<file path="src/bonded_clk_pkg.sv">
package bonded_clk_pkg;
	localparam int CH_N = 4;
	localparam int SRC_N = 4;
	localparam int PTR_W = 3;
	// Bonding widths
	localparam logic [1:0] BOND_NONE = 2'h0;
	localparam logic [1:0] BOND_X2 = 2'h1;
	localparam logic [1:0] BOND_X4 = 2'h2;
	localparam logic [3:0] MASK_NONE = 4'h0;
	localparam logic [3:0] MASK_X2 = 4'h3;
	localparam logic [3:0] MASK_X4 = 4'hF;
	// Source index: bit 1 set marks a PLL beyond the adjacent pair
	localparam int SRC_EXT_BIT = 1;
	// Reset values
	localparam logic [PTR_W-1:0] PTR_RST = 3'h0;
	localparam logic [1:0] SEL_RST = 2'h0;
	localparam logic [7:0] HSEL_RST = 8'h00;
	typedef enum logic [1:0] {
		OP_TX = 2'b00,
		OP_RX = 2'b01,
		OP_TXRX = 2'b10
	} op_mode_e;
	typedef enum logic [1:0] {
		ST_RESET = 2'b00,
		ST_LOAD = 2'b01,
		ST_RUN = 2'b10
	} ctl_state_e;
endpackage

</file>
<file path="src/bonded_channel_clocking.sv">
`timescale 1ns/1ps
module bonded_channel_clocking
	import bonded_clk_pkg::*;
(
	input wire logic clk_sys_i,
	input wire logic rst_n_i,
	input wire logic [1:0] cfg_bond_i,
	input wire logic [1:0] cfg_op_i,
	input wire logic cfg_rm_en_i,
	input wire logic cfg_ser_en_i,
	input wire logic cfg_deser_en_i,
	input wire logic cfg_big_pkg_i,
	input wire logic [1:0] cfg_lsrc_i,
	input wire logic [7:0] cfg_hsrc_i,
	input wire logic [3:0] cfg_ch_en_i,
	input wire logic [3:0] pll_tick_i,
	input wire logic [3:0] rec_ls_tick_i,
	input wire logic [3:0] rec_hs_tick_i,
	output logic running_o,
	output logic cfg_err_o,
	output logic [3:0] bonded_o,
	output logic [1:0] core_sel_o,
	output logic core_clkout_o,
	output logic [7:0] hs_sel_o,
	output logic [3:0] ser_tick_o,
	output logic [3:0] tx_pcs_tick_o,
	output logic [3:0] tx_fifo_rd_tick_o,
	output logic [3:0] tx_clkout_o,
	output logic [3:0] deser_tick_o,
	output logic [3:0] rm_wr_tick_o,
	output logic [3:0] rx_pcs_tick_o,
	output logic [3:0] rx_fifo_wr_tick_o,
	output logic [3:0] rx_clkout_o,
	output logic [11:0] tx_rd_ptr_o,
	output logic [11:0] rx_wr_ptr_o
);

////////////////////////////////////////////////////////////////////////////
// Static configuration, captured once after reset release
ctl_state_e state_r, state_nxt;
logic [1:0] bond_r, bond_nxt;
logic [1:0] op_r, op_nxt;
logic rm_r, rm_nxt;
logic ser_r, ser_nxt;
logic deser_r, deser_nxt;
logic big_r, big_nxt;
logic [1:0] lsrc_r, lsrc_nxt;
logic [7:0] hsel_r, hsel_nxt;
logic [3:0] chen_r, chen_nxt;

always_comb begin
	state_nxt = state_r;
	bond_nxt = bond_r;
	op_nxt = op_r;
	rm_nxt = rm_r;
	ser_nxt = ser_r;
	deser_nxt = deser_r;
	big_nxt = big_r;
	lsrc_nxt = lsrc_r;
	hsel_nxt = hsel_r;
	chen_nxt = chen_r;
	case (state_r)
		ST_RESET: begin
			state_nxt = ST_LOAD;
		end
		ST_LOAD: begin
			bond_nxt = cfg_bond_i;
			op_nxt = cfg_op_i;
			rm_nxt = cfg_rm_en_i;
			ser_nxt = cfg_ser_en_i;
			deser_nxt = cfg_deser_en_i;
			big_nxt = cfg_big_pkg_i;
			lsrc_nxt = cfg_lsrc_i;
			hsel_nxt = cfg_hsrc_i;
			chen_nxt = cfg_ch_en_i;
			state_nxt = ST_RUN;
		end
		ST_RUN: begin
			state_nxt = ST_RUN;
		end
		default: begin
			state_nxt = ST_RESET;
		end
	endcase
end

always_ff @(posedge clk_sys_i) begin
	if (!rst_n_i) begin
		state_r <= ST_RESET;
		bond_r <= BOND_NONE;
		op_r <= OP_TX;
		rm_r <= 1'b0;
		ser_r <= 1'b0;
		deser_r <= 1'b0;
		big_r <= 1'b0;
		lsrc_r <= SEL_RST;
		hsel_r <= HSEL_RST;
		chen_r <= MASK_NONE;
	end else begin
		state_r <= state_nxt;
		bond_r <= bond_nxt;
		op_r <= op_nxt;
		rm_r <= rm_nxt;
		ser_r <= ser_nxt;
		deser_r <= deser_nxt;
		big_r <= big_nxt;
		lsrc_r <= lsrc_nxt;
		hsel_r <= hsel_nxt;
		chen_r <= chen_nxt;
	end
end

////////////////////////////////////////////////////////////////////////////
// Bonding legality and common low-speed path
logic run;
logic tx_on;
logic rx_on;
logic rm_on;
logic ext_ok;
logic bond_err;
logic [3:0] mask;

// Illegal setups fall back to independent channels
always_comb begin
	run = (state_r == ST_RUN);
	tx_on = (op_r != OP_RX);
	rx_on = (op_r != OP_TX);
	rm_on = rm_r && (op_r == OP_TXRX);
	ext_ok = big_r && (bond_r != BOND_X4);
	bond_err = 1'b0;
	if (bond_r != BOND_NONE && op_r == OP_RX) begin
		bond_err = 1'b1;
	end else if (bond_r == 2'h3) begin
		bond_err = 1'b1;
	end else if (lsrc_r[SRC_EXT_BIT] && bond_r != BOND_NONE && !ext_ok) begin
		bond_err = 1'b1;
	end else if (bond_r != BOND_NONE && !ext_ok && (hsel_r[SRC_EXT_BIT]
			|| hsel_r[2+SRC_EXT_BIT] || (bond_r == BOND_X4
			&& (hsel_r[4+SRC_EXT_BIT] || hsel_r[6+SRC_EXT_BIT])))) begin
		bond_err = 1'b1;
	end
	if (bond_err) begin
		mask = MASK_NONE;
	end else if (bond_r == BOND_X2) begin
		mask = MASK_X2;
	end else if (bond_r == BOND_X4) begin
		mask = MASK_X4;
	end else begin
		mask = MASK_NONE;
	end
end

logic core_tick_r, core_tick_nxt;
logic div_r, div_nxt;
logic tx_half;
logic rx_half;
logic [PTR_W-1:0] txp_r, txp_nxt;
logic [PTR_W-1:0] rxp_r, rxp_nxt;

// One selected source, one divider, one pointer set for the whole group
always_comb begin
	core_tick_nxt = run && (mask != MASK_NONE) && pll_tick_i[lsrc_r];
	div_nxt = div_r ^ core_tick_r;
	tx_half = ser_r ? (core_tick_r && div_r) : core_tick_r;
	rx_half = deser_r ? (core_tick_r && div_r) : core_tick_r;
	txp_nxt = txp_r;
	rxp_nxt = rxp_r;
	if (tx_on && tx_half) begin
		txp_nxt = txp_r + 3'h1;
	end
	if (rm_on && rx_half) begin
		rxp_nxt = rxp_r + 3'h1;
	end
end

always_ff @(posedge clk_sys_i) begin
	if (!rst_n_i) begin
		core_tick_r <= 1'b0;
		div_r <= 1'b0;
		txp_r <= PTR_RST;
		rxp_r <= PTR_RST;
	end else begin
		core_tick_r <= core_tick_nxt;
		div_r <= div_nxt;
		txp_r <= txp_nxt;
		rxp_r <= rxp_nxt;
	end
end

////////////////////////////////////////////////////////////////////////////
// Group status outputs
always_ff @(posedge clk_sys_i) begin
	if (!rst_n_i) begin
		running_o <= 1'b0;
		cfg_err_o <= 1'b0;
		bonded_o <= MASK_NONE;
		core_sel_o <= SEL_RST;
		core_clkout_o <= 1'b0;
		hs_sel_o <= HSEL_RST;
	end else begin
		running_o <= run;
		cfg_err_o <= run && bond_err;
		bonded_o <= run ? mask : MASK_NONE;
		core_sel_o <= lsrc_r;
		core_clkout_o <= core_tick_r;
		hs_sel_o <= hsel_r;
	end
end

////////////////////////////////////////////////////////////////////////////
// Per-channel clock steering
genvar c;
generate
	for (c = 0; c < CH_N; c++) begin : g_ch
		logic own_ls;
		logic own_half;
		logic on;
		logic bnd;
		logic own_div_r, own_div_nxt;
		logic [PTR_W-1:0] otx_r, otx_nxt;
		logic [PTR_W-1:0] orx_r, orx_nxt;
		logic [PTR_W-1:0] tptr;
		logic [PTR_W-1:0] rptr;
		logic ser_nxt_c, pcs_nxt, tfifo_nxt, tclk_nxt;
		logic des_nxt, rmw_nxt, rpcs_nxt, rfifo_nxt, rclk_nxt;

		// Own source pick and TX pointer for unbonded use; local divider and RX pointer except when bonded with rate matching
		always_comb begin
			on = run && chen_r[c];
			bnd = mask[c];
			own_ls = pll_tick_i[hsel_r[2*c +: 2]];
			own_div_nxt = own_div_r ^ (rm_on ? own_ls : rec_ls_tick_i[c]);
			own_half = own_ls && (!ser_r || own_div_r);
			otx_nxt = otx_r;
			orx_nxt = orx_r;
			if (on && tx_on && own_half) begin
				otx_nxt = otx_r + 3'h1;
			end
			if (on && rx_on && !(bnd && rm_on)) begin
				if (rm_on ? (own_ls && (!deser_r || own_div_r))
					: (rec_ls_tick_i[c] && (!deser_r || own_div_r))) begin
					orx_nxt = orx_r + 3'h1;
				end
			end
			tptr = bnd ? txp_r : otx_r;
			rptr = (bnd && rm_on) ? rxp_r : orx_r;
			ser_nxt_c = on && tx_on && pll_tick_i[hsel_r[2*c +: 2]];
			pcs_nxt = on && tx_on && (bnd ? core_tick_r : own_ls);
			tfifo_nxt = on && tx_on && (bnd ? tx_half : own_half);
			tclk_nxt = on && tx_on && !bnd && own_ls;
			des_nxt = on && rx_on && rec_hs_tick_i[c];
			rmw_nxt = on && rx_on && rm_on && rec_ls_tick_i[c];
			if (rm_on) begin
				rpcs_nxt = on && rx_on && (bnd ? core_tick_r : own_ls);
				rfifo_nxt = on && rx_on && (bnd ? rx_half
					: (own_ls && (!deser_r || own_div_r)));
			end else begin
				rpcs_nxt = on && rx_on && rec_ls_tick_i[c];
				rfifo_nxt = on && rx_on && rec_ls_tick_i[c]
					&& (!deser_r || own_div_r);
			end
			rclk_nxt = on && rx_on && !rm_on && rec_ls_tick_i[c];
		end

		always_ff @(posedge clk_sys_i) begin
			if (!rst_n_i) begin
				own_div_r <= 1'b0;
				otx_r <= PTR_RST;
				orx_r <= PTR_RST;
				ser_tick_o[c] <= 1'b0;
				tx_pcs_tick_o[c] <= 1'b0;
				tx_fifo_rd_tick_o[c] <= 1'b0;
				tx_clkout_o[c] <= 1'b0;
				deser_tick_o[c] <= 1'b0;
				rm_wr_tick_o[c] <= 1'b0;
				rx_pcs_tick_o[c] <= 1'b0;
				rx_fifo_wr_tick_o[c] <= 1'b0;
				rx_clkout_o[c] <= 1'b0;
				tx_rd_ptr_o[PTR_W*c +: PTR_W] <= PTR_RST;
				rx_wr_ptr_o[PTR_W*c +: PTR_W] <= PTR_RST;
			end else begin
				own_div_r <= own_div_nxt;
				otx_r <= otx_nxt;
				orx_r <= orx_nxt;
				ser_tick_o[c] <= ser_nxt_c;
				tx_pcs_tick_o[c] <= pcs_nxt;
				tx_fifo_rd_tick_o[c] <= tfifo_nxt;
				tx_clkout_o[c] <= tclk_nxt;
				deser_tick_o[c] <= des_nxt;
				rm_wr_tick_o[c] <= rmw_nxt;
				rx_pcs_tick_o[c] <= rpcs_nxt;
				rx_fifo_wr_tick_o[c] <= rfifo_nxt;
				rx_clkout_o[c] <= rclk_nxt;
				tx_rd_ptr_o[PTR_W*c +: PTR_W] <= tptr;
				rx_wr_ptr_o[PTR_W*c +: PTR_W] <= rptr;
			end
		end
	end
endgenerate
endmodule

</file>
<file path="config.mk">
export PLATFORM = sky130hd
export DESIGN_NAME = bonded_channel_clocking
export DESIGN_NICKNAME = d
export VERILOG_FILES = /design/src/bonded_clk_pkg.sv /design/src/bonded_channel_clocking.sv
export SDC_FILE = /design/constraint.sdc
export NUM_CORES = 1
export LEC_CHECK = 0
export BUFFER_PORTS_ARGS = -buffer_cell sky130_fd_sc_hd__buf_2
export CAP_MARGIN = 20
export CORE_MARGIN = 3
export CORE_UTILIZATION = 55
export CTS_CLUSTER_DIAMETER = 50
export DETAILED_ROUTE_END_ITERATION = 10
export PLACE_DENSITY = 0.79
export SLEW_MARGIN = 20
export SYNTH_ARGS = -nofsm -noshare
export SYNTH_HDL_FRONTEND = slang
export SYNTH_SLANG_ARGS = --single-unit
</file>
<file path="constraint.sdc">
create_clock -name clk_sys_i -period 2.5 [get_ports clk_sys_i]
set_clock_uncertainty 0.1 [all_clocks]
set_input_delay 0.25 -clock clk_sys_i [delete_from_list [all_inputs] [get_ports clk_sys_i]]
set_output_delay 0.25 -clock clk_sys_i [all_outputs]
set_load 0.02 [all_outputs]
</file>
==> results of run 1 <==
path summary, 6_finish.rpt:
check	start	depth (start not counted)	to	slack, ns
hold reg to reg	g_ch[2].orx_r[2]$_SDFFE_PN0P_	2	g_ch[2].orx_r[2]$_SDFFE_PN0P_	0.38
hold / removal	rst_n_i	2	tx_rd_ptr_o[8]$_SDFF_PN0_	0.10
setup / recovery	bond_r[1]$_SDFFE_PN0N_	6	g_ch[1].orx_r[1]$_SDFFE_PN0P_	0.15
setup reg to reg	bond_r[1]$_SDFFE_PN0N_	6	g_ch[1].orx_r[1]$_SDFFE_PN0P_	0.15
Yosys cell counts (all sizes together) (5+ instances only):
library cell | instances | area share (%)
a21boi | 13 | 1.8
a21oi | 9 | 0.81
and2 | 37 | 4.2
and3 | 6 | 0.68
buf | 7 | 0.92
clkbuf | 18 | 1.2
dfxtp | 135 | 49
ha | 17 | 3.8
inv | 19 | 1.3
mux2i | 60 | 11
mux4 | 5 | 2.0
nand2 | 49 | 3.3
nand2b | 17 | 1.9
nand3 | 15 | 1.4
nand4 | 9 | 1.0
nor2 | 26 | 1.8
nor2b | 49 | 5.5
nor3 | 7 | 0.83
xnor2 | 9 | 1.4
xor2 | 7 | 1.1
sequential cells by signal, summed over array words and instances (netlist names), 3 cells and up:
name and count:
g_ch.orx_r 12, g_ch.otx_r 12, rx_wr_ptr_o 12, tx_rd_ptr_o 12
hs_sel_o 8, hsel_r 8, chen_r 4, deser_tick_o 4
g_ch.own_div_r 4, rm_wr_tick_o 4, rx_clkout_o 4, rx_fifo_wr_tick_o 4
rx_pcs_tick_o 4, ser_tick_o 4, tx_clkout_o 4, tx_fifo_rd_tick_o 4
tx_pcs_tick_o 4, rxp_r 3, txp_r 3
cell usage in the layout (no fill, tap or decap), drive strengths merged, types with 2 or more instances in the layout:
master | Yosys | layout
dfxtp | 135 | 135
buf | 7 | 124
mux2i | 60 | 60
nor2b | 49 | 49
nand2 | 49 | 49
and2 | 37 | 37
dlygate4sd3 | 0 | 30
nor2 | 26 | 26
clkbuf | 18 | 22
inv | 19 | 19
nand2b | 17 | 17
ha | 17 | 17
nand3 | 15 | 15
a21boi | 13 | 13
a21oi | 9 | 9
nand4 | 9 | 9
xnor2 | 9 | 9
xor2 | 7 | 7
nor3 | 7 | 7
and3 | 6 | 6
mux4 | 5 | 5
bufinv | 0 | 4
clkinv | 0 | 4
nor4 | 4 | 4
o21ai | 4 | 4
o32ai | 4 | 4
o31ai | 3 | 3
o211ai | 2 | 2
area by class of cell:
cell class / count / area [µm²]
Sequential cell: 135 / 2700
Multi-Input combinational cell: 365 / 2670
Fill cell: 714 / 2650
Timing Repair Buffer: 154 / 951
Clock buffer: 22 / 463
Tap cell: 133 / 166
Clock inverter: 9 / 148
Inverter: 19 / 71.3
per-layer routing:
layer  wire length [µm]  share of wire (%)  track usage (%)
met5                  0                  0                0
met4                263                1.9             11.6
met3                953                6.7             7.23
met2               7000                 49             44.4
met1               5930                 42             31.3
worst register-to-register path: stages (launching register included):
cell and delay [ns]:
dfxtp_1 0.41, ha_1 0.25, o21ai_1 0.14, a221oi_4 0.46, o32ai_2 0.21, nor4_2 0.45
mux2i_1 0.25
stage by stage:
step                utilization, %  instances  worst slack (ns)
floorplan                        -        544             0.277
global placement              63.7        776             0.383
detailed placement            63.7        776             0.213
CTS                           73.0        837             0.179
global route                  73.0        837            0.0326
finish                        73.0        837             0.153
cells by family (layout without fill, tap and decap cells):
| family | Yosys count | in the layout |
|---|---|---|
| flip-flops | 135 | 135 |
| buffers and inverters | 44 | 204 |
| XOR/XNOR | 16 | 16 |
| multiplexers | 66 | 66 |
| AND/OR/NAND/NOR | 224 | 224 |
| AO/OA/AOI/OAI | 42 | 42 |
| adder cells (fa/ha/maj) | 17 | 17 |
power breakdown:
part           switching, W  internal (W)
Sequential        0.0000773       0.00222
Clock              0.000893       0.00169
Combinational      0.000348      0.000263
what timing repair did:
action / 4_1_cts / 5_1_grt
endpoints found under the setup margin: 0 / 1
hold buffers: 30 / 0
endpoints found under the hold margin: 38 / 0
buffers inserted: 0 / 0
resized for setup: 0 / 1
==> flow_summary.ini, run 1 <==
[outcome]
outcome = completed

[setup_path]
path_cells = ha_1 > o21ai_1 > a221oi_4 > o32ai_2 > nor4_2 > mux2i_1
crit_family = compound AO/OA/AOI/OAI gates
cp_num_buf_inv = 0
cp_slowest_cell = a221oi_4
required_ns = 2.86
crit_type = flop to flop
critical_path.max_fanout = 5
slowest_delay_ns = 0.46
cp-end-kind = flop
cp_data_arrival_time_ns = 2.70
cp-start-kind = flop

[job]
maxCapViolCount = 0

[worst_hold_path]
hold_class = primary input to flop

[logic_synthesis]
synth_compound_gate_area_share_pct = 5.85
synth_adder_area_share_pct = 3.83
synth.avg_cell_area_um2 = 10.2
ys_ff_latch = 135
synth_cell_types = 45
synth_xor_xnor_area_share_pct = 2.52
ys.flop_type = dfxtp_1
synth_top_family_by_area = simple AND/OR/NAND/NOR gates
synth-edff-count = 0
synth_nets = 597
yosysWarnings = 0
seq_area_frac_synth_pct = 48.6
syn-cell-area_um2 = 5560
synthCells = 544
yosys.area_share.simple_pct = 22.7
synthArstFlopShare_pct = 0
synth_mux_area_share_pct = 13.0

[floorplanning]
fp-row-count = 36
dieWidth_um = 107
die_area_um2 = 11300
die_h_um = 107
coreArea_um2 = 9820
start_util_pct = 56.6
pin_count = 113

[drt]
wl_per_cell_um = 16.9
totalWireLength_mm = 14.1
vias_per_cell = 5.34
ant_nets = 0
drt-initial-drc-count = 222
drt_pass1_iterations = 5
drc = 0
num_vias = 4470

[power]
worst_ir_drop_vdd_v = 0.000566
p_leak_nw = 3.15
p_per_area_nw_per_um2 = 766
power_w = 0.00549

[timing]
drv_slew = 0
finalCriticalPeriod_ns = 2.35
worst_pin_slew_ns = 0.461
final_hold_viol_count = 0
holdWs_ns = 0.104
fmax_mhz = 426
rsz0062_at_grt = false
setup_tns_ns = 0
setup-violations-final = 0
fin_crit_sh_pct = 93.9
timing.slew.headroom_pct = 68.4

[clock_tree]
numCtsBuffers = 17
cts_tree = built
cts_max_level = 4
clock-sinks = 135
ctsRootBufferMaster = clkbuf_8
clk_pin_slew_ns = 0.06
clk_path_buf_depth = 2
insertion_delay_ns = 0.54

[global_routing]
antenna_found_initial = 0
grt_pass1_wl_mm = 22.9
grt_pass1_vias = 4596
overflow = 0
grt_use_total_pct = 26.3
grt_max_degree = 38

[finish]
finalInstanceArea_um2 = 7170
areaGrowthSynthToFinish_pct = 29.0
final_nets = 745
drive_gt1_share_pct = 24.1
diodes = 0

[placement]
dpl.hpwl_mm = 9.66
io_buffers = 112
place_area_um2 = 6260
place.gp.congestion = 0.919
(Power assumes the default switching activity.)
==> inputs of run 2 (changes only) <==
==> constraint.sdc (replaced) <==
create_clock -name clk_sys_i -period 2.5 [get_ports clk_sys_i]
set_clock_uncertainty 0.1 [all_clocks]
set_input_delay 0.375 -clock clk_sys_i [delete_from_list [all_inputs] [get_ports clk_sys_i]]
set_output_delay 0.375 -clock clk_sys_i [all_outputs]
set_load 0.02 [all_outputs]
==> flow_summary.ini, run 2 (synthesis gave the netlist of run 1 again) <==
[clock_tree]
clk_pin_slew_ns = 0.06
insertion_delay_ns = 0.53
clock-sinks = 135
cts-resized-gates = 0
cts_max_level = 4
cts_setup_buffers = 0
cts_tree = built
ctsRootBufferMaster = clkbuf_8
clk_path_buf_depth = 2
numCtsBuffers = 17

[global_routing]
grt_max_degree = 95
grt_use_total_pct = 24.1
grt_pass1_vias = 4284
grt_pass1_wl_mm = 21.3
antenna_found_initial = 0
overflow = 0

[placement]
pre_cts_ws_ns = 0.218
dpl.hpwl_mm = 9.46
io_buffers = 112
place.gp.congestion = 0.899

[finish]
diodes = 0
layout_commonest_cell = dfxtp_1
final_nets = 724
final_cell_mix = dfxtp_1 (135), buf_2 (112), mux2i_1 (60), nor2b_1 (49), nand2_1 (49)
drive_gt1_share_pct = 24.6
areaGrowthSynthToFinish_pct = 25.0

[power]
p_int_w = 0.00390
p_clk_share_pct = 45.2
worst_ir_drop_vdd_v = 0.000468
combinationalPowerShare_pct = 11.3
seqPwrFrac_pct = 43.5
p_per_area_nw_per_um2 = 757
p_switching_w = 0.00136
swShare_pct = 25.8
p_leak_nw = 3.04

[timing]
fmax_mhz = 432
fin_ws_ns = 0.187
final_hold_viol_count = 0
setup-violations-final = 0
finalCriticalPeriod_ns = 2.31
drv_slew = 0
rsz0062_at_grt = false
setup_tns_ns = 0
fin_crit_sh_pct = 92.5
worst_pin_slew_ns = 0.640
timing.slew.headroom_pct = 57.3

[drt]
vias_per_cell = 5.29
ant_nets = 0
drt-initial-drc-count = 279
num_vias = 4325
drc = 0
wl_per_cell_um = 16.0
totalWireLength_mm = 13.1
drt_pass1_iterations = 5

[setup_path]
cp-end-kind = flop
path_cells = ha_1 > o21ai_1 > a221o_1 > nand3_1 > buf_4 > nand2_1 > a21boi_0
ff2ff_path_depth = 7
critical_path.max_fanout = 11
cp_slowest_cell = a221o_1
cp-start-kind = flop
crit_type = flop to flop
cp_num_buf_inv = 1
required_ns = 2.82
worstSetupPathDepth = 7
slowest_delay_ns = 0.43
cp_data_arrival_time_ns = 2.64
crit_family = compound AO/OA/AOI/OAI gates

[worst_hold_path]
hold_class = primary input to flop
holdPathStages = 3

[floorplanning]
die_area_um2 = 11300
die_h_um = 107
fp-row-count = 36
start_util_pct = 56.6
coreArea_um2 = 9820
dieWidth_um = 107
pin_count = 113

[job]
maxCapViolCount = 0

[outcome]
outcome = completed
## run 2: cell count changes in the layout (fill, tap and decap cells not counted), sizes merged
cell,previous run,this run
clkinv,4,6
bufinv,4,2
buf,124,121
inv,19,21
dlygate4sd3,30,12
clkbuf,22,18
clkinvlp,1,4
## run 2: layout make-up
class	instances	area, µm²
fillers	760	2870
clock buffers	18	418
clock inverters	14	153
inverters	19	71.3
repair buffers	133	773
flip-flops and latches	135	2700
well taps	133	166
multi-input cells	365	2670
## run 2: power by group through the flow
stage | Clock, W | Sequential (W) | Combinational, W
after floorplan | 0 | 0.00233 | 0.000389
after global placement | 0 | 0.00233 | 0.000554
after detailed placement | 0 | 0.00233 | 0.000570
after CTS | 0.00241 | 0.00229 | 0.000588
after global routing | 0.00250 | 0.00230 | 0.000643
final | 0.00238 | 0.00229 | 0.000595
## run 2: worst paths after layout
kind	startpoint	endpoint	slack, ns
setup reg to reg	bond_r[1]$_SDFFE_PN0N_	tx_rd_ptr_o[0]$_SDFF_PN0_	0.19
hold / removal	cfg_big_pkg_i	big_r$_SDFFE_PN0N_	0.02
hold reg to reg	g_ch[1].orx_r[2]$_SDFFE_PN0P_	g_ch[1].orx_r[2]$_SDFFE_PN0P_	0.38
setup / recovery	bond_r[1]$_SDFFE_PN0N_	tx_rd_ptr_o[0]$_SDFF_PN0_	0.19
## run 2: metrics by stage
step	power [W]	area, µm²	instances	utilization [%]	hold slack [ns]
4_1_cts	0.00528	6950	817	70.8	0.00103
5_1_grt	0.00544	6950	817	70.8	0.0125
6_report	0.00526	6950	817	70.8	0.0192
2_1_floorplan	0.00272	5560	544	-	0.342
3_3_place_gp	0.00288	6260	773	63.7	0.352
3_5_place_dp	0.00290	6260	773	63.7	0.364
## run 2: tightest hold or removal path: cells and delay by family
family	cells	cell delay (ns)
simple gates	1	0.10
buf+inv	1	0.08
mux	1	0.05
## run 2: layer usage
layer / global-route usage (%) / part of all wire [%] / wire (µm)
met1: 30.9 / 44 / 5700
met2: 39.2 / 47 / 6160
met3: 6.50 / 8.0 / 1040
met4: 8.95 / 1.1 / 150
met5: 0 / 0 / 0
## run 2: timing repair
action	in CTS	in global routing
hold endpoints to repair	12	0
endpoints found under the setup margin	0	0
hold buffers	12	0
